### src/inc/cmc_params.svh
// register offsets, field positions and reset values of the comparator control block
`ifndef CMC_PARAMS_SVH
`define CMC_PARAMS_SVH

// ==================================================
// byte offsets on the register bus
`define CMC_OFS_CTRL     8'h00
`define CMC_OFS_TRIM     8'h04
`define CMC_OFS_STAT     8'h08

// ==================================================
// control register fields
`define CMC_CTRL_ON      6
`define CMC_CTRL_INV     5
`define CMC_CTRL_RES     4
`define CMC_CTRL_RT_HI   3
`define CMC_CTRL_RT_LO   2

// ==================================================
// offset register fields
`define CMC_TRIM_CAL     6
`define CMC_TRIM_REF     5
`define CMC_TRIM_VAL_HI  4
`define CMC_TRIM_VAL_LO  0

// ==================================================
// status register fields
`define CMC_STAT_FLAG    0
`define CMC_STAT_IE      1

// ==================================================
// reset values
`define CMC_RST_CTRL     8'h00
`define CMC_RST_TRIM     8'h10
`define CMC_RST_STAT     8'h00

`endif

### src/inc/cmc_pkg.sv
// types shared by the comparator control block
package cmc_pkg;

  // ==================================================
  // response time codes, slowest first
  typedef enum logic [1:0] {
    CMC_RT_SLOWEST = 2'b00,
    CMC_RT_SLOW    = 2'b01,
    CMC_RT_FAST    = 2'b10,
    CMC_RT_FASTEST = 2'b11
  } cmc_resp_t;

  // ==================================================
  // register bus answer sequence
  typedef enum logic [0:0] {
    CMC_BUS_IDLE = 1'b0,
    CMC_BUS_ACK  = 1'b1
  } cmc_bus_st_t;

endpackage

### src/inc/cmc_sync_if.sv
// carrier between the block and its decision synchroniser
`timescale 1ns/10ps
`default_nettype none

interface cmc_sync_if;
  logic raw;
  logic level;

  modport syncer (
    input  raw,
    output level
  );

  modport user (
    output raw,
    input  level
  );
endinterface

`default_nettype wire

### src/logic/cmc_top.sv
// comparator control, offset calibration and change flag with wishbone registers
// ==================================================
// Functional notes
// - invert bit flips decision into result bit
// - result bit read-only, high when plus exceeds
// - two-bit field picks four response speeds
// - unused bits ignore writes, read zero
// - mode bit selects normal or calibration
// - reference select acts only in calibration
// - five-bit trim, reset value binary 10000
// - result change sets flag, gated request
// - flag follows internal result, not pin
// - change in sleep or idle wakes
// - flag already set gives no wake
// - comparator keeps running in sleep, idle
// - comparator off forces result low
// - hysteresis on in normal with comparator on, off calibrating or off
`include "cmc_params.svh"
`timescale 1ns/10ps
`default_nettype none

module cmc_top (
  // clock and reset
  input  wire logic                 I_CORE_CLK,
  input  wire logic                 I_RST,
  // wishbone slave
  input  wire logic                 I_WB_CYC,
  input  wire logic                 I_WB_STB,
  input  wire logic                 I_WB_WE,
  input  wire logic [7:0]           I_WB_ADR,
  input  wire logic [3:0]           I_WB_SEL,
  input  wire logic [31:0]          I_WB_DAT,
  output logic      [31:0]          O_WB_DAT,
  output logic                      O_WB_ACK,
  // analog comparator side
  input  wire logic                 I_CMP_RAW,
  output logic                      O_CMP_ON,
  output var cmc_pkg::cmc_resp_t    O_RESP_SEL,
  output logic                      O_CAL_MODE,
  output logic                      O_CAL_REF_POS,
  output logic                      O_SW_A,
  output logic                      O_SW_B,
  output logic                      O_HYST_EN,
  output logic      [4:0]           O_TRIM,
  output logic                      O_RESULT,
  // system and interrupt controller side
  input  wire logic                 I_SLEEP_IDLE,
  input  wire logic                 I_MF_INT_EN,
  output logic                      O_INT_FLAG,
  output logic                      O_INT_REQ,
  output logic                      O_WAKE
);
  import cmc_pkg::*;

  // ==================================================
  // helpers
  // only the word address decodes, so byte offsets inside a word alias
  function automatic logic hit(input logic [7:0] adr, input logic [7:0] ofs);
    hit = (adr[7:2] == ofs[7:2]);
  endfunction

  function automatic logic [31:0] zext8(input logic [7:0] v);
    zext8 = {24'h000000, v};
  endfunction

  // ==================================================
  // declarations
  cmc_bus_st_t bus_st_r;
  cmc_bus_st_t bus_st_nxt;
  logic        req_w;
  logic        wr_w;
  logic        on_r;
  logic        inv_r;
  cmc_resp_t   rt_r;
  logic        cal_r;
  logic        ref_r;
  logic [4:0]  trim_r;
  logic        ie_r;
  logic        flag_r;
  logic        flag_nxt;
  logic        result_r;
  logic        result_nxt;
  logic        prev_r;
  logic        change_w;
  logic [7:0]  ctrl_rd;
  logic [7:0]  trim_rd;
  logic [7:0]  stat_rd;
  logic [31:0] rdat_nxt;
  logic        ack_r;
  logic [31:0] rdat_r;
  logic        wake_r;
  logic        req_r;

  cmc_sync_if sif ();

  assign sif.raw = I_CMP_RAW;

  cmc_sync u_sync (
    .i_clk (I_CORE_CLK),
    .i_rst (I_RST),
    .sif   (sif)
  );

  // ==================================================
  // bus sequencing: one cycle to answer, ack for one cycle
  // a write lands at the take edge, the same edge that raises ack
  assign req_w = I_WB_CYC & I_WB_STB & (bus_st_r == CMC_BUS_IDLE);
  assign wr_w  = req_w & I_WB_WE & I_WB_SEL[0];

  always_comb begin
    case (bus_st_r)
      CMC_BUS_IDLE: begin
        bus_st_nxt = req_w ? CMC_BUS_ACK : CMC_BUS_IDLE;
      end
      CMC_BUS_ACK: begin
        bus_st_nxt = CMC_BUS_IDLE;
      end
      default: begin
        bus_st_nxt = CMC_BUS_IDLE;
      end
    endcase
  end

  always_ff @(posedge I_CORE_CLK or posedge I_RST) begin
    if (I_RST) begin
      bus_st_r <= CMC_BUS_IDLE;
      ack_r    <= 1'b0;
    end else begin
      bus_st_r <= bus_st_nxt;
      ack_r    <= req_w;
    end
  end

  // ==================================================
  // control register; result bit has no write path
  always_ff @(posedge I_CORE_CLK or posedge I_RST) begin
    if (I_RST) begin
      on_r  <= 1'(`CMC_RST_CTRL >> `CMC_CTRL_ON);
      inv_r <= 1'b0;
      rt_r  <= CMC_RT_SLOWEST;
    end else if (wr_w && hit(I_WB_ADR, `CMC_OFS_CTRL)) begin
      on_r  <= I_WB_DAT[`CMC_CTRL_ON];
      inv_r <= I_WB_DAT[`CMC_CTRL_INV];
      rt_r  <= cmc_resp_t'(I_WB_DAT[`CMC_CTRL_RT_HI:`CMC_CTRL_RT_LO]);
    end
  end

  // ==================================================
  // offset register
  always_ff @(posedge I_CORE_CLK or posedge I_RST) begin
    if (I_RST) begin
      cal_r  <= 1'b0;
      ref_r  <= 1'b0;
      trim_r <= 5'(`CMC_RST_TRIM);
    end else if (wr_w && hit(I_WB_ADR, `CMC_OFS_TRIM)) begin
      cal_r  <= I_WB_DAT[`CMC_TRIM_CAL];
      ref_r  <= I_WB_DAT[`CMC_TRIM_REF];
      trim_r <= I_WB_DAT[`CMC_TRIM_VAL_HI:`CMC_TRIM_VAL_LO];
    end
  end

  // ==================================================
  // result bit: polarity applied after synchronising, low while off
  // keeps running whatever the sleep state, so a sleeping core still sees edges
  always_comb begin
    result_nxt = on_r ? (sif.level ^ inv_r) : 1'b0;
  end

  always_ff @(posedge I_CORE_CLK or posedge I_RST) begin
    if (I_RST) begin
      result_r <= 1'b0;
      prev_r   <= 1'b0;
    end else begin
      result_r <= result_nxt;
      prev_r   <= result_r;
    end
  end

  // edges are taken on the internal bit, never on the pin copy
  assign change_w = result_r ^ prev_r;

  // ==================================================
  // change flag: software may set or clear it, a change in the same cycle wins
  always_comb begin
    flag_nxt = flag_r;
    if (wr_w && hit(I_WB_ADR, `CMC_OFS_STAT)) begin
      flag_nxt = I_WB_DAT[`CMC_STAT_FLAG];
    end
    if (change_w) begin
      flag_nxt = 1'b1;
    end
  end

  always_ff @(posedge I_CORE_CLK or posedge I_RST) begin
    if (I_RST) begin
      flag_r <= 1'b0;
      ie_r   <= 1'b0;
    end else begin
      flag_r <= flag_nxt;
      if (wr_w && hit(I_WB_ADR, `CMC_OFS_STAT)) begin
        ie_r <= I_WB_DAT[`CMC_STAT_IE];
      end
    end
  end

  // ==================================================
  // wake only on a fresh flag; a flag set before sleep keeps the core asleep
  always_ff @(posedge I_CORE_CLK or posedge I_RST) begin
    if (I_RST) begin
      wake_r <= 1'b0;
      req_r  <= 1'b0;
    end else begin
      wake_r <= change_w & ~flag_r & I_SLEEP_IDLE & on_r;
      req_r  <= flag_nxt & ie_r & I_MF_INT_EN;
    end
  end

  // ==================================================
  // read data; unused and reserved bits read zero, unmapped words read zero
  always_comb begin
    ctrl_rd = 8'h00;
    ctrl_rd[`CMC_CTRL_ON]  = on_r;
    ctrl_rd[`CMC_CTRL_INV] = inv_r;
    ctrl_rd[`CMC_CTRL_RES] = result_r;
    ctrl_rd[`CMC_CTRL_RT_HI:`CMC_CTRL_RT_LO] = rt_r;
    trim_rd = 8'h00;
    trim_rd[`CMC_TRIM_CAL] = cal_r;
    trim_rd[`CMC_TRIM_REF] = ref_r;
    trim_rd[`CMC_TRIM_VAL_HI:`CMC_TRIM_VAL_LO] = trim_r;
    stat_rd = 8'h00;
    stat_rd[`CMC_STAT_FLAG] = flag_r;
    stat_rd[`CMC_STAT_IE]   = ie_r;
    if (hit(I_WB_ADR, `CMC_OFS_CTRL)) begin
      rdat_nxt = zext8(ctrl_rd);
    end else if (hit(I_WB_ADR, `CMC_OFS_TRIM)) begin
      rdat_nxt = zext8(trim_rd);
    end else if (hit(I_WB_ADR, `CMC_OFS_STAT)) begin
      rdat_nxt = zext8(stat_rd);
    end else begin
      rdat_nxt = 32'h00000000;
    end
  end

  always_ff @(posedge I_CORE_CLK or posedge I_RST) begin
    if (I_RST) begin
      rdat_r <= 32'h00000000;
    end else if (req_w) begin
      // captured once per request so the word stands through ack
      rdat_r <= rdat_nxt;
    end
  end

  // ==================================================
  // analog side drives, all registered
  always_ff @(posedge I_CORE_CLK or posedge I_RST) begin
    if (I_RST) begin
      O_CMP_ON      <= 1'b0;
      O_RESP_SEL    <= CMC_RT_SLOWEST;
      O_CAL_MODE    <= 1'b0;
      O_CAL_REF_POS <= 1'b0;
      O_SW_A        <= 1'b0;
      O_SW_B        <= 1'b0;
      O_HYST_EN     <= 1'b0;
      O_TRIM        <= 5'(`CMC_RST_TRIM);
      O_RESULT      <= 1'b0;
    end else begin
      O_CMP_ON      <= on_r;
      O_RESP_SEL    <= rt_r;
      O_CAL_MODE    <= cal_r;
      O_CAL_REF_POS <= cal_r & ref_r;
      O_SW_A        <= cal_r & ref_r;
      O_SW_B        <= cal_r & ref_r;
      O_HYST_EN     <= on_r & ~cal_r;
      O_TRIM        <= trim_r;
      O_RESULT      <= result_r;
    end
  end

  assign O_WB_ACK   = ack_r;
  assign O_WB_DAT   = rdat_r;
  assign O_INT_FLAG = flag_r;
  assign O_INT_REQ  = req_r;
  assign O_WAKE     = wake_r;
endmodule

`default_nettype wire

### src/logic/cmc_sync.sv
// two-stage synchroniser for the analog comparator decision
`timescale 1ns/10ps
`default_nettype none

module cmc_sync (
  // clock and reset
  input  wire logic   i_clk,
  input  wire logic   i_rst,
  // decision in, synchronised level out
  cmc_sync_if.syncer  sif
);

  logic meta_r;
  logic sync_r;

  // ==================================================
  // the first stage feeds the second stage and nothing else
  always_ff @(posedge i_clk or posedge i_rst) begin
    if (i_rst) begin
      meta_r <= 1'b0;
      sync_r <= 1'b0;
    end else begin
      meta_r <= sif.raw;
      sync_r <= meta_r;
    end
  end

  assign sif.level = sync_r;

endmodule

`default_nettype wire

### config.mk
export PLATFORM = sky130hd
export DESIGN_NAME = cmc_top
export DESIGN_NICKNAME = d
export VERILOG_FILES = /design/src/inc/cmc_pkg.sv /design/src/inc/cmc_sync_if.sv /design/src/logic/cmc_top.sv /design/src/logic/cmc_sync.sv
export VERILOG_INCLUDE_DIRS = /design/src /design/src/inc
export SDC_FILE = /design/constraint.sdc
export NUM_CORES = 1
export LEC_CHECK = 0
export ABC_CLOCK_PERIOD_IN_PS = 1400
export BUFFER_PORTS_ARGS = -buffer_cell sky130_fd_sc_hd__clkbuf_2
export CORE_MARGIN = 2
export CORE_UTILIZATION = 38
export DETAILED_ROUTE_END_ITERATION = 12
export PLACE_DENSITY = 0.81
export SYNTH_ARGS = -nofsm -noshare
export SYNTH_HDL_FRONTEND = slang
export SYNTH_SLANG_ARGS = --single-unit
### constraint.sdc
create_clock -name I_CORE_CLK -period 1.4 [get_ports I_CORE_CLK]
set_input_delay 0.21 -clock I_CORE_CLK [delete_from_list [all_inputs] [get_ports I_CORE_CLK]]
set_output_delay 0.21 -clock I_CORE_CLK [all_outputs]
set_load 0.05 [all_outputs]
==> metrics.txt, run 1 <==
Async SR Flop Fraction=100.0%; Area Overhead vs Synth=26.46%; number of synthesized flops with an enable pin=0; Final Hold Vio Count=0; pin count of the biggest net entering global routing=40; share of post-route cells with drive strength above 1=42.93%; post-synthesis compound-gate area fraction=5.232%; Main synth FF type=dfrtp_1; failing checks=setup timing; area leader, netlist=dfrtp_1; IO Pins=102; max-capacitance violation count=0; Root Driver=clkbuf_8; Reg power frac=51.9%; nets=242; first-pass GRT wire length=5195 um; sequential share of the synthesized area=58.45%; DR pass1 iterations=4; synth top area cells=dfrtp_1 (55%), buf_4 (12%), mux2_2 (8.1%), dfstp_2 (3.1%), mux2i_1 (3.0%); worst path arrival time=1650 ps; status=finished, violations left; final worst slack=-72.03 ps; Crit. End Element=flop; drt total wl=3501 um; Peak VDD IR=0.0004171 V; clock power share=32.5%; CP max FO=4; clock skew=6.751 ps; Mapped Cells=132; Die X=70.38 um; simple-gate portion of the synthesized area=10.16%; Power Density=1060 nW/um2; DRT antenna net count=0; GR Util met3=6.638%; Post-synth top cells=dfrtp_1 (37), buf_4 (27), nand2_1 (13); # rows=24; Via-to-Cell Ratio=4.654; Hold Crit Class=in2reg; combinational family with the most area after synthesis=buffers and inverters; Sw Pwr=0.0006647 W; CTS Buffer Depth=2; Syn. warnings=0; startpoint types=primary input; drt wl/cell=14.41 um; crit path kind=in2reg; Initial Utilization=38.99%; Post-Layout Cell Count=243; Die Span Y=70.38 um; total power=0.002243 W; H-tree depth=2; Via Count=1131; # diodes=0; die area=4953 um2; drt drc=0; Final period util=105.1%; Achievable Freq=0.6793 GHz; Yosys reg bits=39; xor/xnor share of the synthesized area=1.046%; TritonCTS clock tree=built; global route total overflow=0; most numerous cell in the Yosys netlist=dfrtp_1; Leakage=1.152 nW; Hold Slack=19.22 ps; Mapped Area=1674 um2; Clock transition at path regs=70 ps; Post-Syn Area per Cell=12.68 um2; antenna violations before repair=0; pre-CTS WS=-361.1 ps; RSZ-0062 raised after global routing=true; vias in the first global route=1079; core area=4294 um2; grt peak-use layer=met2; Req. time, crit path=1580 ps; gr usage total=13.91%; I/O Buffers=46; Synth Area in Adders=0%; Tmin final=1472 ps; Combinational Power Share=15.6%; CTS buffer count=5; met2 Usage GRT=21.59%; met1 Track Usage GR=16.31%; setup violators final=4; detailed placement HPWL=2390 um; Sw Ratio=29.63%; Unique masters post-synth=28; mux share of post-synthesis cell area=11.06%; DR iter-0 viols=51; Internal Power=0.001579 W; Slew Limit Fails=0; Final GP Congestion=0.7457; worst skew pair latency=290 ps; top cell type's share of synthesized area=55.31%; total placed cells including tap cells=232; TritonCTS Sinks=39
sequential cells by signal (all words and copies together) (netlist names), 2 cells and up:
register	flops
O_RESP_SEL	2
O_TRIM	5
O_WB_DAT	7
rt_r	2
trim_r	5
cells in the final DEF, fill, tap and decap left out, types with 3 or more instances in the layout:
cell	netlist	final
clkbuf_2	0	45
nand2_1	13	13
clkbuf_8	0	5
mux2_4	0	10
inv_1	4	4
buf_4	27	7
mux2i_1	5	5
nor2b_1	3	3
dfrtp_1	37	37
o31ai_1	5	5
conb_1	1	25
path summary, 6_finish.rpt:
| path | depth (start not counted) | end | slack (ps) | start |
|---|---|---|---|---|
| max | 5 | on_r | -70 | I_WB_ADR[6] |
| min | 1 | u_sync.meta_r | 20 | I_CMP_RAW |
| max reg2reg | 4 | on_r | 20 | bus_st_r |
| min reg2reg | 0 | u_sync.sif.level | 360 | u_sync.meta_r |
| max in group asynchronous | 4 | trim_r[4] | 660 | I_RST |
| min in group asynchronous | 4 | O_HYST_EN | 490 | I_RST |
area by class of cell:
type	count	area (um2)
Fill cell	398	2177
Sequential cell	39	978.4
Multi-Input combinational cell	83	626.9
Timing Repair Buffer	57	350.3
Clock buffer	7	76.32
Tap cell	52	65.06
Inverter	4	15.01
Clock inverter	1	5.005
critical path, cell delays in order:
cell,delay [ps]
buf_6,90
or4_4,580
nor4_4,270
buf_4,180
mux2_4,310
layer usage:
layer,wire [um],up-vias
li1,-,508
met1,1424,564
met2,1716,49
met3,283,10
met4,77,0
met5,0,-
power by group through the flow:
stage | clock, W | combinational, W | sequential, W
floorplan | 0 | 0.000266 | 0.00122
global placement | 0 | 0.000324 | 0.00119
detailed placement | 0 | 0.000330 | 0.00119
CTS | 0.000741 | 0.000337 | 0.00116
global route | 0.000796 | 0.000368 | 0.00117
finish | 0.000728 | 0.000350 | 0.00116
cell families after synthesis:
logic type	Yosys count
flip-flops	39
buffers and inverters	34
AND/OR/NAND/NOR	27
multiplexers	17
AO/OA/AOI/OAI	12
XOR/XNOR	2
other	1
metrics by stage:
| stage | TNS [ps] | utilization (%) | cell area (um2) |
|---|---|---|---|
| floorplan | -2692 | - | 1785 |
| global placement | -3628 | 45.25 | 1943 |
| detailed placement | -4022 | 45.25 | 1943 |
| CTS | -194.8 | 48.02 | 2062 |
| global route | -482.8 | 49.30 | 2117 |
| finish | -266.7 | 49.30 | 2117 |
what timing repair did:
item                                   in CTS  in global routing
endpoints found under the hold margin      37                  0
hold buffers                                1                  0
pin swaps                                   1                  2
buffers inserted                            1                  1
setup endpoints to repair                  14                  9
gates resized for setup                     3                 10
(Power assumes the default switching activity.)
==> run 2: changes to the inputs <==
--- a/config.mk
+++ b/config.mk
@@ -6,12 +6,13 @@
 export SDC_FILE = /design/constraint.sdc
 export NUM_CORES = 1
 export LEC_CHECK = 0
+export ABC_AREA = 1
 export ABC_CLOCK_PERIOD_IN_PS = 1400
 export BUFFER_PORTS_ARGS = -buffer_cell sky130_fd_sc_hd__clkbuf_2
 export CORE_MARGIN = 2
-export CORE_UTILIZATION = 38
+export CORE_UTILIZATION = 39
 export DETAILED_ROUTE_END_ITERATION = 12
-export PLACE_DENSITY = 0.81
+export PLACE_DENSITY = 0.82
 export SYNTH_ARGS = -nofsm -noshare
 export SYNTH_HDL_FRONTEND = slang
 export SYNTH_SLANG_ARGS = --single-unit
==> run 2 against run 1 <==
The run now ends clean. Cell count increased by 15%. Sequential power hardly changed. Flip-flop and latch count unchanged. Core utilization is 3.1 points lower. Die area increased by 0.74%. Routed wire length shrank 11%. Largest cell class unchanged.
==> metrics.txt, run 2 <==
IO Pins=102 (unchanged); # hold bufs at CTS=0 (-1); gr usage total=13.38% (-0.52 points); Achievable Freq=0.7867 GHz (+16%); TritonCTS Sinks=39 (unchanged); Yosys reg bits=39 (unchanged); die area=4989 um2 (+0.74%); Final period util=90.79% (-14 points); crit path kind=reg2out; Clock transition at path regs=70 ps (about the same); Mapped Area=1732 um2 (+3.4%); crit path from=O_TRIM[4]; DR iter-0 viols=106 (+110%); pin count of the biggest net entering global routing=40 (unchanged); Slew Limit Fails=0 (unchanged); crit-path max cell delay=510 ps (-70 ps); # diodes=0 (unchanged); max-capacitance violation count=0 (unchanged); vias in the first global route=1164 (+7.9%); number of synthesized flops with an enable pin=0 (unchanged); detailed placement HPWL=2344 um (-1.9%); Post-Syn Area per Cell=9.783 um2 (-23%); area leader, netlist=dfrtp_1; TritonCTS clock tree=built; clock skew=1.032 ps (-5.718 ps); total placed cells including tap cells=274 (+18%); synth top area cells=dfrtp_1 (53%), buf_4 (12%), nand2_1 (12%), dfstp_2 (3.0%), inv_1 (3.0%); Post-Layout Cell Count=280 (+15%); CTS Buffer Depth=2 (unchanged); nets=281 (+16%); share of post-route cells with drive strength above 1=32.02% (-11 points); commonest non-fill, non-tap cell in the layout=nand2_1; first-pass GRT wire length=5023 um (-3.3%); Syn. warnings=0 (unchanged); Hold Crit Class=in2async; CP max FO=1 (-3); antenna violations before repair=0 (unchanged); Unique masters post-synth=23 (-18%); drt drc=0 (unchanged); Initial Utilization=40.05% (+1.1 points); Leakage=1.175 nW (+2.0%); RSZ-0062 raised after global routing=false; Peak VDD IR=0.0003308 V (-21%); TNS Setup=0 ps (+266.7 ps); most numerous cell in the Yosys netlist=nand2_1; H-tree depth=2 (unchanged); critical path's slowest cell=dfstp_2; Power Density=1073 nW/um2 (+1.3%); Hold Slack=4.096 ps (-15.12 ps); Req. time, crit path=1190 ps (-390 ps); I/O Buffers=46 (unchanged); drt wl/cell=11.12 um (-23%); global route total overflow=0 (unchanged); Root Driver=clkbuf_8; CP Cell Sequence=clkbuf_2; Crit. End Element=output pin; Post-synth top cells=nand2_1 (54), dfrtp_1 (37), buf_4 (27); drt total wl=3113 um (-11%); Die Span Y=70.64 um (+0.37%); worst skew pair latency=290 ps (about the same); Via-to-Cell Ratio=4.261 (-8.5%); most frequent cells in the layout=nand2_1 (54), clkbuf_2 (46), dfrtp_1 (37), conb_1 (25), inv_1 (14); # rows=24 (unchanged); sequential share of the synthesized area=56.50% (-1.9 points); DR pass1 iterations=4 (unchanged); Via Count=1193 (+5.5%); CP delay by family, top=flip-flops; Final GP Congestion=0.7330 (-1.7%); DRT antenna net count=0 (unchanged); CTS buffer count=5 (unchanged); Mapped Cells=177 (+34%); top cell type's share of synthesized area=53.47% (-1.8 points); startpoint types=flop; Area Overhead vs Synth=15.39%; worst path arrival time=1060 ps (-590 ps); status=finished clean; worst r2r src=bus_st_r; Fill cells=438 (+10%); Main synth FF type=dfrtp_1; post_cts resized=0 (-3); core area=4324 um2 (+0.70%); postcts setup bufs=0 (-1); Die X=70.64 um (+0.37%); Tmin final=1271 ps (-200.9 ps); Final Hold Vio Count=0 (unchanged); setup violators final=0 (-4); max reg flops=7 (unchanged); Async SR Flop Fraction=100.0% (unchanged); Buf/Inv on CP=1 (-1)
-- run 2: cell type report --
class	instances	area [um2]	area share [%]
Clock buffer	6	72.57	3.632
Inverter	16	60.06	3.006
Multi-Input combinational cell	118	569.3	28.49
Sequential cell	39	978.4	48.97
Tap cell	52	65.06	3.256
Timing Repair Buffer	49	252.7	12.65
-- run 2: routing by layer --
layer,GRT usage [%],up-vias,wire length [um]
met5,0,-,0
met4,10.06,0,81
met3,3.846,5,264
met2,21.28,54,1529
met1,15.31,538,1237
li1,-,596,-
-- run 2: worst paths after layout --
| path | to | slack, ps | cells after the start |
|---|---|---|---|
| setup / recovery | O_TRIM[4] | 130 | 1 |
| hold / removal | O_WB_DAT[2] | 4 | 3 |
| setup reg to reg | rt_r[1] | 180 | 6 |
| hold reg to reg | u_sync.sif.level | 350 | 0 |
| max in group asynchronous | O_TRIM[4] | 1030 | 3 |
| min in group I_CORE_CLK | u_sync.meta_r | 30 | 1 |
-- run 2: power by group --
| group | internal, W | switching (W) | leakage (nW) |
|---|---|---|---|
| Combinational | 0.0000473 | 0.000260 | 0.613 |
| Clock | 0.000331 | 0.000341 | 0.0371 |
| Sequential | 0.00115 | 0.0000131 | 0.525 |
-- run 2: through the flow --
step                      utilization, %  power, W  setup WS, ps  instance area [um2]
after floorplan                        -  0.001484         178.9                 1822
after detailed placement           44.53  0.001494         161.3                 1926
after global placement             44.53  0.001490         193.4                 1926
after CTS                          46.21  0.002176         112.4                 1998
final                              46.21  0.002144         128.9                 1998
after global routing               46.21  0.002234         16.58                 1998
-- run 2: cells by family after synthesis --
group	Yosys count	share of synthesized area, %
buf+inv	44	15.82
xor+xnor	2	1.012
other cells	1	0.2166
compound gates	11	4.262
flops	39	56.50
simple gates	80	22.18
